## src/hw/csc_pkg.sv

```systemverilog
// constants, register map and carrier types of the constant-speed step command engine
// assumes one 40 MHz clock and an Avalon-MM master with 32-bit data

package csc_pkg;

    // ------------------------------------------------------------
    // clocking and timing
    // ------------------------------------------------------------
    localparam int CLK_HZ = 40000000;
    localparam int INT_BASE_HZ = 25000;
    localparam int BOARD_BASE_HZ = 800000;
    localparam int INT_TICK_CYC = CLK_HZ / INT_BASE_HZ;
    localparam int BOARD_TICK_CYC = CLK_HZ / BOARD_BASE_HZ;

    // ------------------------------------------------------------
    // register offsets (byte addresses)
    // ------------------------------------------------------------
    localparam logic [7:0] OFS_AXIS = 8'h00;
    localparam logic [7:0] OFS_SPEED = 8'h04;
    localparam logic [7:0] OFS_COUNT = 8'h08;
    localparam logic [7:0] OFS_GO = 8'h0c;
    localparam logic [7:0] OFS_RESULT = 8'h10;
    localparam logic [7:0] OFS_STATUS = 8'h14;
    localparam logic [7:0] OFS_CLKSRC = 8'h18;
    localparam logic [7:0] OFS_DIVIDER = 8'h1c;
    localparam logic [7:0] OFS_INIT = 8'h20;
    localparam logic [7:0] OFS_ACCEL = 8'h24;
    localparam logic [7:0] OFS_REMAIN0 = 8'h28;

    // ------------------------------------------------------------
    // field layouts and reset values
    // ------------------------------------------------------------
    localparam int STAT_BUSY_LSB = 0;
    localparam int STAT_DIR_LSB = 4;
    localparam int STAT_INIT_LSB = 8;
    localparam logic [1:0] CLKSRC_RST = 2'h0;
    localparam logic [7:0] DIVIDER_RST = 8'h00;
    localparam logic [7:0] ACCEL_RST = 8'h00;
    localparam logic [2:0] INIT_RST = 3'h0;

    // ------------------------------------------------------------
    // limits and encodings
    // ------------------------------------------------------------
    localparam logic [15:0] SPEED_MIN = 16'h0014;
    localparam logic [15:0] SPEED_MAX = 16'h00ff;
    localparam logic [31:0] COUNT_MAX = 32'h00ff_ffff;
    localparam logic [7:0] AXIS_COUNT = 8'h03;
    localparam logic [1:0] SRC_INTERNAL = 2'h0;
    localparam logic [1:0] SRC_BOARD = 2'h1;
    localparam logic [1:0] SRC_EXTERNAL = 2'h2;

    localparam logic [3:0] RES_OK = 4'h0;
    localparam logic [3:0] RES_BUSY = 4'h1;
    localparam logic [3:0] RES_UNINIT_A = 4'h2;
    localparam logic [3:0] RES_RANGE = 4'h7;
    localparam logic [3:0] RES_AXIS = 4'ha;
    localparam logic [3:0] RES_SPEED = 4'hb;

    // ------------------------------------------------------------
    // types
    // ------------------------------------------------------------
    typedef enum logic [2:0] {
        CSC_IDLE = 3'h1,
        CSC_SETUP = 3'h2,
        CSC_RUN = 3'h4
    } csc_state_t;

    typedef struct packed {
        logic jog;
        logic dir_cw;
        logic [23:0] count;
        logic [7:0] divisor;
    } csc_cmd_t;

endpackage : csc_pkg

```

## src/hw/csc_step_engine.sv

```systemverilog
// three-axis constant-speed step command engine with an avalon-mm register slave
// assumes synchronous inputs, one 40 MHz clock and a stepper driver on o_step and o_dir
//
// Our own choices: the Avalon-MM slave port and the placing of the registers.

`timescale 1ns/1ps
`default_nettype none

module csc_step_engine #(
    parameter int AXES = 3
) (
    // clock and reset
    input wire logic i_clock,
    input wire logic i_rst,
    // avalon-mm slave
    input wire logic [7:0] i_address,
    input wire logic i_read,
    input wire logic i_write,
    input wire logic [31:0] i_writedata,
    output logic [31:0] o_readdata,
    output logic o_waitrequest,
    // external step clock
    input wire logic i_ext_clock,
    // driver stage
    output logic [AXES-1:0] o_step,
    output logic [AXES-1:0] o_dir
);

    // ------------------------------------------------------------
    // registers
    // ------------------------------------------------------------
    logic wait_reg;
    logic [31:0] rdata_reg;
    logic [7:0] axis_reg;
    logic [15:0] speed_reg;
    logic [31:0] count_reg;
    logic [3:0] result_reg;
    logic [1:0] clksrc_reg;
    logic [7:0] divider_reg;
    logic [2:0] init_reg;
    logic [7:0] accel_reg;
    logic ext_prev_reg;
    logic [15:0] int_cnt_reg;
    logic [7:0] board_cnt_reg;
    logic [7:0] xdiv_cnt_reg;
    logic int_tick_reg;
    logic board_tick_reg;

    logic [AXES-1:0] busy;
    logic [AXES-1:0] start;
    logic [23:0] remain [AXES];
    logic acc;
    logic go;
    logic base_tick;
    logic [31:0] mag;
    logic [3:0] result_next;
    logic start_ok;
    csc_pkg::csc_cmd_t cmd;

    assign acc = (i_read || i_write) && !wait_reg;
    assign go = acc && i_write && (i_address == csc_pkg::OFS_GO);

    // ------------------------------------------------------------
    // bus handshake: one wait cycle, then waitrequest low for one cycle
    // ------------------------------------------------------------
    always_ff @(posedge i_clock or posedge i_rst) begin
        if (i_rst) begin
            wait_reg <= 1'b1;
        end else if ((i_read || i_write) && wait_reg) begin
            wait_reg <= 1'b0;
        end else begin
            wait_reg <= 1'b1;
        end
    end

    assign o_waitrequest = wait_reg;

    // ------------------------------------------------------------
    // status word: busy, direction and init bits per axis
    // ------------------------------------------------------------
    logic [31:0] status_word;
    logic [31:0] remain_word;

    always_comb begin
        status_word = 32'h0000_0000;
        status_word[csc_pkg::STAT_BUSY_LSB +: AXES] = busy;
        status_word[csc_pkg::STAT_DIR_LSB +: AXES] = o_dir;
        status_word[csc_pkg::STAT_INIT_LSB +: 3] = init_reg;
    end

    // ------------------------------------------------------------
    // remaining step count of the addressed axis
    // ------------------------------------------------------------
    always_comb begin
        remain_word = 32'h0000_0000;
        for (int k = 0; k < AXES; k++) begin
            if (i_address == csc_pkg::OFS_REMAIN0 + 8'(4 * k)) begin
                remain_word = {8'h00, remain[k]};
            end
        end
    end

    // ------------------------------------------------------------
    // read data, loaded as waitrequest drops
    // ------------------------------------------------------------
    always_ff @(posedge i_clock or posedge i_rst) begin
        if (i_rst) begin
            rdata_reg <= 32'h0000_0000;
        end else if (i_read && wait_reg) begin
            rdata_reg <= 32'h0000_0000;
            case (i_address)
                csc_pkg::OFS_AXIS: rdata_reg <= {24'h00_0000, axis_reg};
                csc_pkg::OFS_SPEED: rdata_reg <= {16'h0000, speed_reg};
                csc_pkg::OFS_COUNT: rdata_reg <= count_reg;
                csc_pkg::OFS_RESULT: rdata_reg <= {28'h000_0000, result_reg};
                csc_pkg::OFS_STATUS: rdata_reg <= status_word;
                csc_pkg::OFS_CLKSRC: rdata_reg <= {30'h0000_0000, clksrc_reg};
                csc_pkg::OFS_DIVIDER: rdata_reg <= {24'h00_0000, divider_reg};
                csc_pkg::OFS_INIT: rdata_reg <= {29'h0000_0000, init_reg};
                csc_pkg::OFS_ACCEL: rdata_reg <= {24'h00_0000, accel_reg};
                default: rdata_reg <= remain_word;
            endcase
        end
    end

    assign o_readdata = rdata_reg;

    // ------------------------------------------------------------
    // command parameter registers
    // ------------------------------------------------------------
    always_ff @(posedge i_clock or posedge i_rst) begin
        if (i_rst) begin
            axis_reg <= 8'h00;
            speed_reg <= 16'h0000;
            count_reg <= 32'h0000_0000;
        end else if (acc && i_write) begin
            if (i_address == csc_pkg::OFS_AXIS) begin
                axis_reg <= i_writedata[7:0];
            end
            if (i_address == csc_pkg::OFS_SPEED) begin
                speed_reg <= i_writedata[15:0];
            end
            if (i_address == csc_pkg::OFS_COUNT) begin
                count_reg <= i_writedata;
            end
        end
    end

    // ------------------------------------------------------------
    // board configuration registers
    // ------------------------------------------------------------
    always_ff @(posedge i_clock or posedge i_rst) begin
        if (i_rst) begin
            clksrc_reg <= csc_pkg::CLKSRC_RST;
            divider_reg <= csc_pkg::DIVIDER_RST;
            init_reg <= csc_pkg::INIT_RST;
            accel_reg <= csc_pkg::ACCEL_RST;
        end else if (acc && i_write) begin
            if (i_address == csc_pkg::OFS_CLKSRC) begin
                clksrc_reg <= i_writedata[1:0];
            end
            if (i_address == csc_pkg::OFS_DIVIDER) begin
                divider_reg <= i_writedata[7:0];
            end
            if (i_address == csc_pkg::OFS_INIT) begin
                init_reg <= i_writedata[2:0];
            end
            if (i_address == csc_pkg::OFS_ACCEL) begin
                accel_reg <= i_writedata[7:0];
            end
        end
    end

    // ------------------------------------------------------------
    // command check flags, one per refusal, and the decoded jog, direction and step count
    // ------------------------------------------------------------
    logic [1:0] sel_axis;
    logic bad_axis;
    logic bad_speed;
    logic bad_range;
    logic not_init;
    logic axis_busy;
    logic zero_count;
    logic one_step;
    logic pos_dir;
    logic [23:0] load_count;

    assign sel_axis = axis_reg[1:0];

    always_comb begin
        mag = count_reg[31] ? 32'(-count_reg) : count_reg;
        bad_axis = (axis_reg >= csc_pkg::AXIS_COUNT);
        bad_speed = (speed_reg < csc_pkg::SPEED_MIN) || (speed_reg > csc_pkg::SPEED_MAX);
        bad_range = (mag > csc_pkg::COUNT_MAX);
        not_init = !init_reg[sel_axis];
        axis_busy = busy[sel_axis];
        zero_count = (mag == 32'h0000_0000);
        one_step = (mag == 32'h0000_0001);
        pos_dir = !count_reg[31];
        load_count = 24'(mag - 32'h0000_0001);
    end

    // ------------------------------------------------------------
    // command checks and result code
    // ------------------------------------------------------------
    always_comb begin
        result_next = csc_pkg::RES_OK;
        start_ok = 1'b0;
        if (bad_axis) begin
            result_next = csc_pkg::RES_AXIS;
        end else if (bad_speed) begin
            result_next = csc_pkg::RES_SPEED;
        end else if (bad_range) begin
            result_next = csc_pkg::RES_RANGE;
        end else if (not_init) begin
            result_next = csc_pkg::RES_UNINIT_A + 4'(sel_axis);
        end else if (axis_busy) begin
            result_next = csc_pkg::RES_BUSY;
        end else if (!zero_count) begin
            start_ok = 1'b1;
        end
    end

    always_comb begin
        cmd.jog = one_step;
        cmd.dir_cw = pos_dir;
        cmd.count = load_count;
        cmd.divisor = speed_reg[7:0];
    end

    always_comb begin
        for (int k = 0; k < AXES; k++) begin
            start[k] = go && start_ok && (axis_reg[1:0] == 2'(k));
        end
    end

    always_ff @(posedge i_clock or posedge i_rst) begin
        if (i_rst) begin
            result_reg <= csc_pkg::RES_OK;
        end else if (go) begin
            result_reg <= result_next;
        end
    end

    // ------------------------------------------------------------
    // internal 25 kHz base
    // ------------------------------------------------------------
    always_ff @(posedge i_clock or posedge i_rst) begin
        if (i_rst) begin
            int_cnt_reg <= 16'h0000;
            int_tick_reg <= 1'b0;
        end else if (int_cnt_reg == 16'(csc_pkg::INT_TICK_CYC - 1)) begin
            int_cnt_reg <= 16'h0000;
            int_tick_reg <= 1'b1;
        end else begin
            int_cnt_reg <= int_cnt_reg + 16'h0001;
            int_tick_reg <= 1'b0;
        end
    end

    // ------------------------------------------------------------
    // on-board 800 kHz base through the divider ratio
    // ------------------------------------------------------------
    always_ff @(posedge i_clock or posedge i_rst) begin
        if (i_rst) begin
            board_cnt_reg <= 8'h00;
            xdiv_cnt_reg <= 8'h00;
            board_tick_reg <= 1'b0;
        end else begin
            board_tick_reg <= 1'b0;
            if (board_cnt_reg == 8'(csc_pkg::BOARD_TICK_CYC - 1)) begin
                board_cnt_reg <= 8'h00;
                if (xdiv_cnt_reg >= divider_reg) begin
                    xdiv_cnt_reg <= 8'h00;
                    board_tick_reg <= 1'b1;
                end else begin
                    xdiv_cnt_reg <= xdiv_cnt_reg + 8'h01;
                end
            end else begin
                board_cnt_reg <= board_cnt_reg + 8'h01;
            end
        end
    end

    // ------------------------------------------------------------
    // external clock edge
    // ------------------------------------------------------------
    always_ff @(posedge i_clock or posedge i_rst) begin
        if (i_rst) begin
            ext_prev_reg <= 1'b0;
        end else begin
            ext_prev_reg <= i_ext_clock;
        end
    end

    logic ext_rise;

    assign ext_rise = i_ext_clock && !ext_prev_reg;

    always_comb begin
        case (clksrc_reg)
            csc_pkg::SRC_INTERNAL: base_tick = int_tick_reg;
            csc_pkg::SRC_BOARD: base_tick = board_tick_reg;
            csc_pkg::SRC_EXTERNAL: base_tick = ext_rise;
            default: base_tick = 1'b0;
        endcase
    end

    // ------------------------------------------------------------
    // per-axis step generators
    // ------------------------------------------------------------
    for (genvar g = 0; g < AXES; g++) begin : gen_axis
        csc_pkg::csc_state_t state_reg;
        csc_pkg::csc_cmd_t cmd_reg;
        logic [7:0] rate_cnt_reg;
        logic step_reg;
        logic dir_reg;
        logic rate_done;

        assign rate_done = (rate_cnt_reg == cmd_reg.divisor - 8'h01);

        always_ff @(posedge i_clock or posedge i_rst) begin
            if (i_rst) begin
                state_reg <= csc_pkg::CSC_IDLE;
                cmd_reg <= '0;
                rate_cnt_reg <= 8'h00;
                step_reg <= 1'b0;
                dir_reg <= 1'b0;
            end else begin
                step_reg <= 1'b0;
                case (state_reg)
                    csc_pkg::CSC_IDLE: begin
                        if (start[g]) begin
                            cmd_reg <= cmd;
                            dir_reg <= cmd.dir_cw;
                            rate_cnt_reg <= 8'h00;
                            state_reg <= csc_pkg::CSC_SETUP;
                        end
                    end
                    csc_pkg::CSC_SETUP: begin
                        if (cmd_reg.jog) begin
                            step_reg <= 1'b1;
                            state_reg <= csc_pkg::CSC_IDLE;
                        end else begin
                            state_reg <= csc_pkg::CSC_RUN;
                        end
                    end
                    csc_pkg::CSC_RUN: begin
                        if (base_tick) begin
                            if (rate_done) begin
                                rate_cnt_reg <= 8'h00;
                                step_reg <= 1'b1;
                                if (cmd_reg.count == 24'h00_0000) begin
                                    state_reg <= csc_pkg::CSC_IDLE;
                                end else begin
                                    cmd_reg.count <= cmd_reg.count - 24'h00_0001;
                                end
                            end else begin
                                rate_cnt_reg <= rate_cnt_reg + 8'h01;
                            end
                        end
                    end
                    default: state_reg <= csc_pkg::CSC_IDLE;
                endcase
            end
        end

        assign busy[g] = (state_reg != csc_pkg::CSC_IDLE);
        assign remain[g] = cmd_reg.count;
        assign o_step[g] = step_reg;
        assign o_dir[g] = dir_reg;
    end

endmodule : csc_step_engine

`default_nettype wire

```

## config.mk

```make
export PLATFORM = sky130hd
export DESIGN_NAME = csc_step_engine
export DESIGN_NICKNAME = d
export VERILOG_FILES = /design/src/hw/csc_pkg.sv /design/src/hw/csc_step_engine.sv
export SDC_FILE = /design/constraint.sdc
export NUM_CORES = 1
export LEC_CHECK = 0
export ABC_AREA = 1
export BUFFER_PORTS_ARGS = -buffer_cell sky130_fd_sc_hd__buf_2
export CORE_MARGIN = 10
export CORE_UTILIZATION = 65
export DETAILED_ROUTE_END_ITERATION = 16
export GPL_ROUTABILITY_DRIVEN = 0
export PLACE_DENSITY = 0.84
export SETUP_SLACK_MARGIN = 0.2
export SLEW_MARGIN = 20
export SYNTH_ARGS = -nofsm -noshare
export SYNTH_HDL_FRONTEND = slang
export SYNTH_SLANG_ARGS = --single-unit
```

## constraint.sdc

```tcl
create_clock -name i_clock -period 15.5 [get_ports i_clock]
set_clock_uncertainty 0.2 [all_clocks]
set_input_delay 3.1 -clock i_clock [delete_from_list [all_inputs] [get_ports i_clock]]
set_output_delay 3.1 -clock i_clock [all_outputs]
set_load 0.02 [all_outputs]
```

==> impl_metrics.py <==
metrics = {
    "run_status": {
        "status": "complete, no violations",
    },
    "worst_hold_path": {
        "min_path_cells": 1,
        "worstHoldStart": "int_cnt_reg[0]",
        "hold_path_class": "reg2reg",
        "min_to": "int_cnt_reg[0]",
    },
    "setup_path": {
        "r2r_setup_slack_ns": 11.41,
        "path_cells": "buf_2 -> inv_1 -> nor2_2 -> nand3_1 -> inv_2 -> o2111ai_1 -> nor2_2 -> nand3_4 -> nor2_8 -> nand3_4 -> a21oi_4 -> nand2_1 -> nand2_1",
        "cp.arrival_ns": 6.18,
        "crit_fanout": 42,
        "critPathTopFamily": "simple AND/OR/NAND/NOR gates",
        "reg2regPathDepth": 16,
        "path_class": "in2reg",
        "reg2reg_to": "gen_axis[2].cmd_reg[13]",
        "crit_required_ns": 15.79,
        "cpPeakStageDelay_ns": 0.70,
        "worst_r2r_startpoint": "count_reg[0]",
        "cp_slowest_cell": "a21oi_4",
        "startpoint_type": "input port",
        "worst-path-buf-inv": 3,
        "critPathCaptureType": "flip-flop",
    },
    "yosys": {
        "synth_top_area_share": 0.393,
        "synth.top_cells.by_area": "dfrtp_1 39%, nand2_1 15%, o21ai_0 7.2%",
        "synthCells": 2502,
        "ys.warnings.count": 0,
        "ys_ff_latch": 287,
        "yosys.area_share.simple": 0.310,
        "synthesis.nets": 2570,
        "synth_cell_type_count": 57,
        "yosys-top-cells-count": "721 x nand2_1, 289 x inv_1, 283 x dfrtp_1, 261 x o21ai_0, 250 x nor2_1",
        "yosysTopAreaCell": "dfrtp_1",
        "synth_seq_area_share": 0.399,
        "yosysMostFrequentCell": "nand2_1",
        "ys.flop_type": "dfrtp_1",
        "synth_compound_area_frac": 0.148,
        "syn_area_per_cell_um2": 7.20,
        "synth-async-reset-ratio": 1.00,
        "synthesis.area_um2": 18000,
        "synth_edf_count": 0,
        "muxShareOfSynthArea": 0,
        "synth_xor_area_frac": 0.0388,
        "synth_top_family_by_area": "simple AND/OR/NAND/NOR gates",
        "synthAdderAreaFrac": 0.0160,
    },
    "global_routing": {
        "antenna_found_initial": 1,
        "grt_usage": 0.284,
        "grt_overflow_total": 0,
        "grt_pass1_wl_mm": 82.8,
        "grt_start_max_net_pins": 150,
        "grt_pass1_vias": 16459,
    },
    "final_layout": {
        "syn_to_final_growth_pct": 8.49,
        "antennaDiodeCount": 0,
        "seqCellArea_um2": 7190,
        "largest_reg_flops": 99,
        "finalNonFillerCells": 2949,
        "nFillCells": 2129,
        "multiInputGateArea_um2": 9260,
        "nets": 2621,
        "drive_gt1_frac": 0.102,
    },
    "floorplanning": {
        "die_x_um": 187,
        "num_io_pins": 84,
        "rows": 60,
        "dieArea_um2": 34800,
        "core_area_um2": 27100,
        "die_h_um": 187,
        "start_util": 0.665,
    },
    "timing": {
        "setup_tns_ns": 0,
        "finalSetupViolCount": 0,
        "tightest_slew_ns": 1.04,
        "fin_ws_ns": 9.61,
        "grt_setup_unrepaired": "false",
        "report.final.slew_viol_count": 0,
        "relSlewSlack": 0.309,
        "finalCriticalPeriod_ns": 5.89,
        "fmax_mhz": 170,
        "holdWs_ns": 0.262,
        "fin_crit_sh": 0.380,
        "hold_viol_final": 0,
    },
    "power": {
        "clkPwrFrac": 0.416,
        "p_sw_mw": 0.529,
        "p_leak_nw": 9.98,
        "internal-power_mw": 1.28,
        "comb_power_share": 0.150,
        "finalPower_mw": 1.81,
        "seqPwrFrac": 0.434,
        "swShare": 0.292,
        "p_per_area_nw_per_um2": 92.7,
        "irDropWorstVdd_uv": 86.6,
    },
    "placement": {
        "portBuffers": 83,
        "dpl.cell_count": 2893,
        "dp_hpwl_mm": 37.2,
        "dp_slack_ns": 9.21,
    },
    "cts": {
        "clock_sinks": 287,
        "cts_buffers": 30,
        "clk_pin_slew_worst_paths_ns": 0.07,
        "clockBufferDepth": 3,
        "htreeDepth": 1,
        "cts_resized": 0,
        "insertion_delay_ns": 0.57,
        "cts-root-buf": "clkbuf_16",
        "cts_setup_buffers": 0,
        "cts_tree": "built",
        "cts_hold_buf": 0,
    },
    "routing": {
        "drcViolationCount": 0,
        "wl_per_cell_um": 17.4,
        "ant_nets": 0,
        "vias_per_cell": 5.89,
        "vias": 17384,
        "initialDrtViolationCount": 2064,
        "routed_wl_mm": 51.2,
        "firstDrtPassIters": 8,
    },
    "job": {
        "cap_violations": 0,
    },
}
[cell families (layout without fill, tap and decap cells)]
family | after synthesis | after routing
AND/OR/NAND/NOR | 1263 | 1263
adder cells (fa/ha/maj) | 23 | 23
AO/OA/AOI/OAI | 474 | 474
buffers and inverters | 376 | 451
XOR/XNOR | 79 | 79
flip-flops | 287 | 287
[power groups by stage]
| stage | registers [mW] | clock network [mW] | logic [mW] |
|---|---|---|---|
| 4_1_cts | 0.786 | 0.754 | 0.266 |
| 5_1_grt | 0.788 | 0.789 | 0.299 |
| 3_5_place_dp | 0.799 | 0 | 0.264 |
| 3_3_place_gp | 0.798 | 0 | 0.257 |
| 2_1_floorplan | 0.798 | 0 | 0.181 |
| 6_report | 0.786 | 0.755 | 0.272 |
[layout make-up]
type                    count  share of cell area
repair buffers             90              0.0241
well taps                 372              0.0238
flip-flops and latches    287               0.368
inverters                 305              0.0589
clock buffers              47              0.0458
multi-input cells        1839               0.474
clock inverters             9             0.00614
[per-layer routing]
metal  track usage  part of all wire  up-vias
met1         0.376              0.40     8131
met2         0.453              0.46      908
li1              -                 -     8203
met3        0.0534             0.099      140
met5             0           0.00025        -
met4         0.107             0.037        2
[worst max path at each step]
stage                               to  slack (ns)          from  depth (start not counted)
2_1_floorplan             accel_reg[0]        4.29         i_rst                          1
3_3_place_gp            o_readdata[17]        9.37  i_address[7]                         10
3_5_place_dp   gen_axis[2].cmd_reg[30]        9.21       i_write                         13
4_1_cts        gen_axis[2].cmd_reg[21]        9.76       i_write                         13
5_1_grt        gen_axis[2].cmd_reg[13]        9.39       i_write                         13
6_report       gen_axis[2].cmd_reg[13]        9.61       i_write                         13
[cells in the final DEF, fill, tap and decap left out, drive strengths merged, types with 7 or more instances in the layout]
| cell type | count |
|---|---|
| nand2 | 755 |
| inv | 300 |
| o21ai | 289 |
| dfrtp | 283 |
| nor2 | 278 |
| nand3 | 118 |
| a21oi | 103 |
| buf | 90 |
| xor2 | 50 |
| clkbuf | 47 |
| nand4 | 33 |
| nor3 | 32 |
| xnor2 | 29 |
| o22ai | 23 |
| ha | 23 |
| nor4 | 14 |
| or2 | 11 |
| clkinv | 11 |
| nand3b | 10 |
| o221ai | 10 |
| a221oi | 8 |
| a211oi | 7 |
| a31oi | 7 |
[stage by stage]
step	cell area [um^2]	util
floorplan	18000	-
global placement	18500	0.684
detailed placement	18500	0.684
CTS	19500	0.721
global route	19600	0.722
finish	19600	0.722
Power figures use the tool's default switching activity.
